**src/dlnr_pkg.sv**
```systemverilog
`default_nettype none
package dlnr_pkg;
    localparam int DATA_W = 9;
    localparam int ADDR_W = 8;
    localparam int BUS_W = 32;

    // register indices; the byte address is four times the index
    localparam logic [5:0] IDX_LIM_TIMING = 6'h18;
    localparam logic [5:0] IDX_LIM_THRESH_BOOST = 6'h19;
    localparam logic [5:0] IDX_NOTCH_A0_HIGH_CTRL = 6'h1B;
    localparam logic [5:0] IDX_NOTCH_A0_LOW = 6'h1C;
    localparam logic [5:0] IDX_NOTCH_A1_HIGH = 6'h1D;
    localparam logic [5:0] IDX_NOTCH_A1_LOW = 6'h1E;
    localparam int NOTCH_REGS = 4;

    // field positions
    localparam int LIM_EN_BIT = 8;
    localparam int DECAY_LSB = 4;
    localparam int ATTACK_LSB = 0;
    localparam int THRESH_LSB = 4;
    localparam int BOOST_LSB = 0;
    localparam int UPDATE_BIT = 8;
    localparam int NOTCH_EN_BIT = 7;
    localparam int COEFF_PART_W = 7;

    // reset values
    localparam logic [8:0] RST_LIM_TIMING = 9'h032;
    localparam logic [8:0] RST_LIM_THRESH_BOOST = 9'h000;
    localparam logic [7:0] RST_NOTCH = 8'h00;

    // storable bits of each register
    localparam logic [8:0] MASK_LIM_TIMING = 9'h1FF;
    localparam logic [8:0] MASK_LIM_THRESH_BOOST = 9'h07F;
    localparam logic [7:0] MASK_NOTCH_FIRST = 8'hFF;
    localparam logic [7:0] MASK_NOTCH_OTHER = 8'h7F;

    // timing at the reference sample rate, converted to samples
    localparam longint REF_RATE_HZ = 44100;
    localparam longint DECAY_BASE_NS = 544000;
    localparam longint ATTACK_BASE_NS = 68000;
    localparam logic [15:0] DECAY_BASE_SAMPLES = 16'((DECAY_BASE_NS * REF_RATE_HZ + 500000000) / 1000000000);
    localparam logic [15:0] ATTACK_BASE_SAMPLES = 16'((ATTACK_BASE_NS * REF_RATE_HZ + 500000000) / 1000000000);
    localparam logic [3:0] TIME_SAT_CODE = 4'hB;

    localparam logic [2:0] THRESH_SAT_CODE = 3'h4;
    localparam logic [3:0] THRESH_BASE_DB = 4'h1;
    localparam logic [3:0] THRESH_FLOOR_DB = 4'h6;
    localparam logic [3:0] BOOST_MAX_CODE = 4'hC;

    typedef struct packed {
        logic enable;
        logic [3:0] decay_code;
        logic [3:0] attack_code;
        logic [2:0] threshold_code;
        logic [3:0] boost_code;
    } dlnr_lim_cfg_t;

    typedef struct packed {
        logic enable;
        logic [15:0] decay_samples;
        logic [15:0] attack_samples;
        logic [3:0] threshold_atten_db;
        logic [3:0] boost_ceiling_db;
        logic [3:0] fixed_gain_db;
    } dlnr_lim_out_t;

    typedef struct packed {
        logic enable;
        logic [13:0] a0;
        logic [13:0] a1;
    } dlnr_notch_t;

    function automatic logic [15:0] dlnr_scale(input logic [15:0] base, input logic [3:0] code);
        logic [3:0] sh;
        sh = (code > TIME_SAT_CODE) ? TIME_SAT_CODE : code;
        return base << sh;
    endfunction : dlnr_scale

    function automatic dlnr_lim_out_t dlnr_decode(input dlnr_lim_cfg_t cfg);
        dlnr_lim_out_t res;
        logic [3:0] boost;
        boost = (cfg.boost_code > BOOST_MAX_CODE) ? BOOST_MAX_CODE : cfg.boost_code;
        res.enable = cfg.enable;
        res.decay_samples = dlnr_scale(DECAY_BASE_SAMPLES, cfg.decay_code);
        res.attack_samples = dlnr_scale(ATTACK_BASE_SAMPLES, cfg.attack_code);
        res.threshold_atten_db = (cfg.threshold_code > THRESH_SAT_CODE) ? THRESH_FLOOR_DB :
            4'({1'b0, cfg.threshold_code}) + THRESH_BASE_DB;
        res.boost_ceiling_db = boost;
        res.fixed_gain_db = cfg.enable ? 4'h0 : boost;
        return res;
    endfunction : dlnr_decode

    localparam dlnr_lim_out_t RST_LIM_OUT = dlnr_decode(dlnr_lim_cfg_t'({RST_LIM_TIMING, RST_LIM_THRESH_BOOST[6:0]}));
endpackage : dlnr_pkg
`default_nettype wire

```
**src/dlnr_lim_decode.sv**
```systemverilog
`default_nettype none
module dlnr_lim_decode (
    input wire logic clk_i,
    input wire logic arst_n_i,
    input wire dlnr_pkg::dlnr_lim_cfg_t cfg_i,
    output dlnr_pkg::dlnr_lim_out_t lim_o
);
    import dlnr_pkg::*;

    // registered so the signal path sees glitch-free settings
    always_ff @(posedge clk_i or negedge arst_n_i) begin
        if (!arst_n_i) begin
            lim_o <= RST_LIM_OUT;
        end else begin
            lim_o <= dlnr_decode(cfg_i);
        end
    end
endmodule : dlnr_lim_decode
`default_nettype wire

```
**src/dlnr_notch_bank.sv**
```systemverilog
`default_nettype none
module dlnr_notch_bank (
    input wire logic clk_i,
    input wire logic arst_n_i,
    input wire logic [3:0] wr_i,
    input wire logic [7:0] wr_data_i,
    input wire logic update_i,
    output logic [3:0][7:0] pending_o,
    output dlnr_pkg::dlnr_notch_t active_o
);
    import dlnr_pkg::*;

    logic [3:0][7:0] pending;
    logic [3:0][7:0] active;
    logic [3:0][7:0] next_pending;

    always_comb begin
        next_pending = pending;
        for (int i = 0; i < NOTCH_REGS; i++) begin
            if (wr_i[i]) begin
                next_pending[i] = wr_data_i;
            end
        end
    end

    always_ff @(posedge clk_i or negedge arst_n_i) begin
        if (!arst_n_i) begin
            pending <= {NOTCH_REGS{RST_NOTCH}};
        end else begin
            pending <= next_pending;
        end
    end

    // the whole set moves at once, including the value written now
    always_ff @(posedge clk_i or negedge arst_n_i) begin
        if (!arst_n_i) begin
            active <= {NOTCH_REGS{RST_NOTCH}};
        end else if (update_i && |wr_i) begin
            active <= next_pending;
        end
    end

    assign pending_o = pending;
    assign active_o = '{enable: active[0][NOTCH_EN_BIT],
                        a0: {active[0][COEFF_PART_W-1:0], active[1][COEFF_PART_W-1:0]},
                        a1: {active[2][COEFF_PART_W-1:0], active[3][COEFF_PART_W-1:0]}};
endmodule : dlnr_notch_bank
`default_nettype wire

```
**src/dlnr_regs.sv**
```systemverilog
// Operation
// - decay time doubles per code; code 0 is 0.544 ms, default code 3
// - decay codes 9 and 10 give 278 and 557 ms; 11 upward saturate
// - attack doubles per code from 68 us; codes 11 upward saturate at 139 ms
// - attack resets to code 2; timing register reads 0x032 after reset
// - threshold -1 dB at code 0, 1 dB steps to -5 dB; above is -6 dB
// - boost 0 to 12 dB in 1 dB steps; codes above 12 reserved
// - limiter off applies the programmed boost as fixed extra gain
// - single enable bit turns the playback limiter off or on
// - notch enable bit turns the notch filter off or on
// - A0 coefficient bits 13:7 in first register, 6:0 in second
// - A1 coefficient bits 13:7 held in third notch register
// - A1 bits 6:0 in fourth notch register, reset value zero
// - write with update set applies it and all pending notch values together
// - write with update clear stays pending until the next update write
// - update bit is write-only and never stored
// - threshold/boost register and second, third notch registers reset to zero
`default_nettype none
module dlnr_regs (
    input wire logic clk_i,
    input wire logic arst_n_i,
    input wire logic [dlnr_pkg::ADDR_W-1:0] avs_address_i,
    input wire logic avs_read_i,
    input wire logic avs_write_i,
    input wire logic [dlnr_pkg::BUS_W-1:0] avs_writedata_i,
    input wire logic [3:0] avs_byteenable_i,
    output logic [dlnr_pkg::BUS_W-1:0] avs_readdata_o,
    output logic avs_waitrequest_o,
    output dlnr_pkg::dlnr_lim_out_t lim_o,
    output dlnr_pkg::dlnr_notch_t notch_o
);
    import dlnr_pkg::*;

    logic ack;
    logic req;
    logic accept_wr;
    logic [5:0] idx;
    logic mapped;
    logic notch_hit;
    logic [1:0] notch_sel;
    logic [8:0] cur_value;
    logic [8:0] merged;
    logic update_req;
    logic [8:0] lim_timing;
    logic [8:0] lim_thresh_boost;
    logic [3:0] notch_wr;
    logic [7:0] notch_wdata;
    logic [3:0][7:0] notch_pending;
    dlnr_lim_cfg_t lim_cfg;

    // byte lane 0 carries bits 7:0, lane 1 carries bit 8
    function automatic logic [8:0] merge_lanes(input logic [8:0] old, input logic [31:0] wdata,
                                              input logic [3:0] be);
        logic [8:0] res;
        res = old;
        if (be[0]) begin
            res[7:0] = wdata[7:0];
        end
        if (be[1]) begin
            res[8] = wdata[8];
        end
        return res;
    endfunction : merge_lanes

    // bus slave: one wait cycle on every access, so the read mux has a full cycle
    assign req = avs_read_i || avs_write_i;
    assign avs_waitrequest_o = req && !ack;
    assign accept_wr = avs_write_i && ack;
    assign idx = avs_address_i[ADDR_W-1:2];

    always_ff @(posedge clk_i or negedge arst_n_i) begin
        if (!arst_n_i) begin
            ack <= 1'b0;
        end else begin
            ack <= req && !ack;
        end
    end

    always_comb begin
        mapped = 1'b1;
        notch_hit = 1'b0;
        notch_sel = 2'h0;
        cur_value = 9'h000;
        unique case (idx)
            IDX_LIM_TIMING: begin
                cur_value = lim_timing;
            end
            IDX_LIM_THRESH_BOOST: begin
                cur_value = lim_thresh_boost;
            end
            IDX_NOTCH_A0_HIGH_CTRL, IDX_NOTCH_A0_LOW, IDX_NOTCH_A1_HIGH, IDX_NOTCH_A1_LOW: begin
                notch_hit = 1'b1;
                notch_sel = 2'(idx - IDX_NOTCH_A0_HIGH_CTRL);
                cur_value = {1'b0, notch_pending[notch_sel]};
            end
            default: begin
                mapped = 1'b0;
            end
        endcase
    end

    assign merged = merge_lanes(cur_value, avs_writedata_i, avs_byteenable_i);
    assign update_req = avs_byteenable_i[1] && avs_writedata_i[UPDATE_BIT];

    // read data is captured on the wait cycle and stands while waitrequest is low
    always_ff @(posedge clk_i or negedge arst_n_i) begin
        if (!arst_n_i) begin
            avs_readdata_o <= '0;
        end else if (avs_read_i && !ack) begin
            avs_readdata_o <= mapped ? {{(BUS_W-DATA_W){1'b0}}, cur_value} : '0;
        end
    end

    always_ff @(posedge clk_i or negedge arst_n_i) begin
        if (!arst_n_i) begin
            lim_timing <= RST_LIM_TIMING;
        end else if (accept_wr && idx == IDX_LIM_TIMING) begin
            lim_timing <= merged & MASK_LIM_TIMING;
        end
    end

    always_ff @(posedge clk_i or negedge arst_n_i) begin
        if (!arst_n_i) begin
            lim_thresh_boost <= RST_LIM_THRESH_BOOST;
        end else if (accept_wr && idx == IDX_LIM_THRESH_BOOST) begin
            lim_thresh_boost <= merged & MASK_LIM_THRESH_BOOST;
        end
    end

    assign lim_cfg = '{enable: lim_timing[LIM_EN_BIT],
                       decay_code: lim_timing[DECAY_LSB+:4],
                       attack_code: lim_timing[ATTACK_LSB+:4],
                       threshold_code: lim_thresh_boost[THRESH_LSB+:3],
                       boost_code: lim_thresh_boost[BOOST_LSB+:4]};

    dlnr_lim_decode u_lim_decode (
        .clk_i(clk_i),
        .arst_n_i(arst_n_i),
        .cfg_i(lim_cfg),
        .lim_o(lim_o)
    );

    always_comb begin
        notch_wr = 4'h0;
        notch_wr[notch_sel] = accept_wr && notch_hit;
        notch_wdata = merged[7:0] & ((notch_sel == 2'h0) ? MASK_NOTCH_FIRST : MASK_NOTCH_OTHER);
    end

    dlnr_notch_bank u_notch_bank (
        .clk_i(clk_i),
        .arst_n_i(arst_n_i),
        .wr_i(notch_wr),
        .wr_data_i(notch_wdata),
        .update_i(update_req),
        .pending_o(notch_pending),
        .active_o(notch_o)
    );

    logic notch_commit;
    dlnr_notch_t pend_view;
    assign notch_commit = accept_wr && notch_hit && update_req;
    assign pend_view = '{enable: notch_pending[0][NOTCH_EN_BIT],
                         a0: {notch_pending[0][6:0], notch_pending[1][6:0]},
                         a1: {notch_pending[2][6:0], notch_pending[3][6:0]}};
endmodule : dlnr_regs
`default_nettype wire

```
**config.mk**
```make
export PLATFORM = sky130hd
export DESIGN_NAME = dlnr_regs
export DESIGN_NICKNAME = d
export VERILOG_FILES = /design/src/dlnr_pkg.sv /design/src/dlnr_lim_decode.sv /design/src/dlnr_notch_bank.sv /design/src/dlnr_regs.sv
export SDC_FILE = /design/constraint.sdc
export NUM_CORES = 1
export LEC_CHECK = 0
export ABC_AREA = 1
export BUFFER_PORTS_ARGS = -buffer_cell sky130_fd_sc_hd__buf_2
export CAP_MARGIN = 15
export CORE_UTILIZATION = 28
export DETAILED_ROUTE_END_ITERATION = 10
export MAX_ROUTING_LAYER = met4
export PLACE_DENSITY = 0.45
export SKIP_CTS_REPAIR_TIMING = 1
export SLEW_MARGIN = 5
export SYNTH_ARGS = -nofsm -noshare
export SYNTH_HDL_FRONTEND = slang
export SYNTH_SLANG_ARGS = --single-unit
```
**constraint.sdc**
```tcl
create_clock -name clk_i -period 2.1 [get_ports clk_i]
set_clock_uncertainty 0.05 [all_clocks]
set_input_delay 0.105 -clock clk_i [delete_from_list [all_inputs] [get_ports clk_i]]
set_output_delay 0.105 -clock clk_i [all_outputs]
set_load 0.01 [all_outputs]
```
==> impl_metrics.json <==
{
  "ys_seq_area_frac": 0.548,
  "ir_worst_vdd_uv": 491,
  "synthCells": 673,
  "start_util": 0.289,
  "cp.arrival_ns": 1.60,
  "grt.total_usage": 0.155,
  "syn_area_um2": 5910,
  "power_frac_seq": 0.423,
  "coreArea_um2": 20400,
  "hpwlAfterDp_um": 11400,
  "avgSynthCellArea_um2": 8.78,
  "fmax_mhz": 570,
  "root_buffer": "clkbuf_16",
  "whs_path_depth": 3,
  "grt_first_pass_wirelength_um": 24500,
  "outcome": "finished, final reports clean",
  "switching_share": 0.264,
  "r2r_cells": 8,
  "fp-row-count": 52,
  "cap_violations": 0,
  "final_common_cell": "nand2_1",
  "final_cell_mix": "192 x nand2_1, 121 x dfrtp_1, 100 x buf_2",
  "cp.required_ns": 1.95,
  "r2r_slack_ns": 0.36,
  "ys_ff_latch": 129,
  "finalCriticalPeriod_ns": 1.75,
  "finalNetCount": 867,
  "r2r_end": "lim_timing[5]$_DFFE_PN1P_",
  "setup_violations": 0,
  "p_leak_nw": 3.96,
  "grt_max_degree": 68,
  "htreeDepth": 4,
  "rsz0062_at_grt": "no",
  "gp_congestion": 0.789,
  "slowest_stage": "dlygate4sd3_1",
  "cp-end-kind": "output pin",
  "ys_top_cells_by_area": "dfrtp_1 51%, nand2_1 12%, nand3_1 6.6%, inv_1 4.6%, dfstp_2 3.6%",
  "drt-total-wl_um": 15600,
  "drt_iter0_markers": 295,
  "syn2layout_area_growth_pct": 26.2,
  "first_pass_iters": 4,
  "placed_cell_area_um2": 6820,
  "worstReg2RegStart": "lim_timing[5]$_DFFE_PN1P_",
  "whs_ns": 0.00521,
  "antennaDiodeCount": 0,
  "switching_power_mw": 1.85,
  "cts_made_buffers": 17,
  "cp_max_fo": 2,
  "clkTransAtPathRegs_ns": 0.05,
  "pwr-share-clk": 0.425,
  "ios": 155,
  "insertion_delay_ns": 0.42,
  "crit_type": "in2out",
  "combPwrFrac": 0.152,
  "synthDistinctLibCells": 35,
  "crit_family": "buffers and inverters",
  "route.detailed.drc": 0,
  "hold_viol_final": 0,
  "synth_top_area_share": 0.513,
  "synth_ff_type": "dfrtp_1",
  "die_w_um": 147,
  "vias": 4603,
  "dieArea_um2": 21700,
  "die-height_um": 147,
  "crit_path_cell_trace": "dlygate4sd3_1 -> buf_2 -> nor2_1 -> dlygate4sd3_1 -> nor2_1 -> buf_2",
  "hp-start": "avs_writedata_i[8]",
  "ant_nets": 0,
  "design_area_um2": 7450,
  "grt_antenna_before_repair": 0,
  "synth_edf_count": 0,
  "vias_per_cell": 4.22,
  "min_period_over_period": 0.835,
  "first_global_vias": 4504,
  "synth_area_leader_cell": "dfrtp_1",
  "p_int_mw": 5.15,
  "path_buf_inv": 4,
  "cts.sinks": 129,
  "hp-class": "in2reg",
  "cts_tree": "done",
  "hold_end": "lim_timing[8]$_DFFE_PN0P_",
  "total_power_mw": 7.00,
  "port_buffers": 101,
  "synth_warnings": 0,
  "grt_overflow": 0,
  "drive_above_1_share": 0.231,
  "async_flop_share": 1.00,
  "power_density_nw_per_um2": 938,
  "crit_path_start_kind": "primary input",
  "cts_buffer_depth": 2,
  "fill_cells": 2188,
  "tns_ns": 0,
  "critPathMaxStageDelay_ns": 0.55,
  "drv_slew": 0,
  "wl_per_cell_um": 14.3
}
==> cell type report <==
type                            instances  area [um^2]  area share
Sequential cell                       129         3240       0.434
Multi-Input combinational cell        453         2180       0.293
Timing Repair Buffer                  131          821       0.110
Clock buffer                           26          479      0.0643
Tap cell                              270          338      0.0453
Inverter                               77          290      0.0389
Clock inverter                          6          105      0.0141
==> Yosys cell counts (2+ instances only) <==
cell type,instances
nand3_1,78
nand3_2,3
dfrtp_1,121
nor2_2,2
nor2_1,45
or2_2,3
and2_1,28
inv_1,72
mux2_2,8
inv_2,3
dfstp_2,8
nor2_4,2
nor3_1,17
nand2_2,4
buf_6,5
o22ai_1,2
o21ai_0,17
a21oi_1,5
nand2_1,192
buf_4,26
clkbuf_1,5
buf_2,5
ha_1,10
==> power groups by stage <==
| stage | combinational, mW | clock (mW) | sequential, mW |
|---|---|---|---|
| 3_3_place_gp | 1.06 | 0 | 3.01 |
| 4_1_cts | 1.08 | 3.04 | 2.97 |
| 5_1_grt | 1.21 | 3.17 | 3.00 |
| 2_1_floorplan | 0.548 | 0 | 3.09 |
| 6_report | 1.06 | 2.97 | 2.96 |
| 3_5_place_dp | 1.07 | 0 | 3.01 |
==> worst max-delay path by stage <==
stage,cells after the start,to,slack [ns],from
after detailed placement,14,lim_thresh_boost[1]$_DFFE_PN0P_,0.09,avs_address_i[2]
final,6,avs_waitrequest_o,0.35,avs_read_i
after CTS,8,lim_timing[5]$_DFFE_PN1P_,0.34,lim_timing[5]$_DFFE_PN1P_
after global routing,8,lim_timing[5]$_DFFE_PN1P_,0.25,lim_timing[5]$_DFFE_PN1P_
after global placement,14,lim_thresh_boost[5]$_DFFE_PN0P_,0.08,avs_address_i[2]
after floorplan,8,u_notch_bank.pending_o[16]$_DFF_PN0_,0.33,avs_address_i[2]
==> per-layer routing <==
layer | share of wire | up-vias | wire length, um | track usage
met1 | 0.48 | 2162 | 7450 | 0.204
li1 | - | 2316 | - | -
met3 | 0.046 | 10 | 724 | 0.0382
met2 | 0.47 | 115 | 7290 | 0.238
met4 | 0.0079 | 0 | 123 | 0.0387
met5 | 0 | - | 0 | -
==> registers in the layout, indices dropped and copies added, names as in the netlist <==
signal and flops:
u_lim_decode.lim_o 42, ack 1, avs_readdata_o 9, lim_thresh_boost 7
u_notch_bank.pending_o 32, lim_timing 9, u_notch_bank.active_o 29
==> cell families (layout without fill, tap and decap cells) <==
kind of cell    after synthesis  after routing  synth area share
compound gates               27             27            0.0246
fa+ha+maj                    10             10            0.0212
buf+inv                     119            240            0.0998
flops                       129            129             0.548
mux                           8              8            0.0153
other cells                   1             29          0.000635
simple gates                379            379             0.290
==> worst reg2reg max path: stages, from the launching register on <==
cell	delay, ns
dfstp_2	0.55
inv_1	0.09
nor3_1	0.24
nor2_1	0.13
nand2_1	0.12
nand2_1	0.14
nand2_1	0.20
nand2_1	0.07
o21ai_0	0.08
==> stage by stage <==
stage	setup WS (ns)	std cells	util
global route	0.248	1092	0.365
finish	0.347	1092	0.365
CTS	0.345	1087	0.362
floorplan	0.328	701	-
detailed placement	0.0893	1055	0.334
global placement	0.0787	1055	0.334
(Power assumes the default switching activity.)
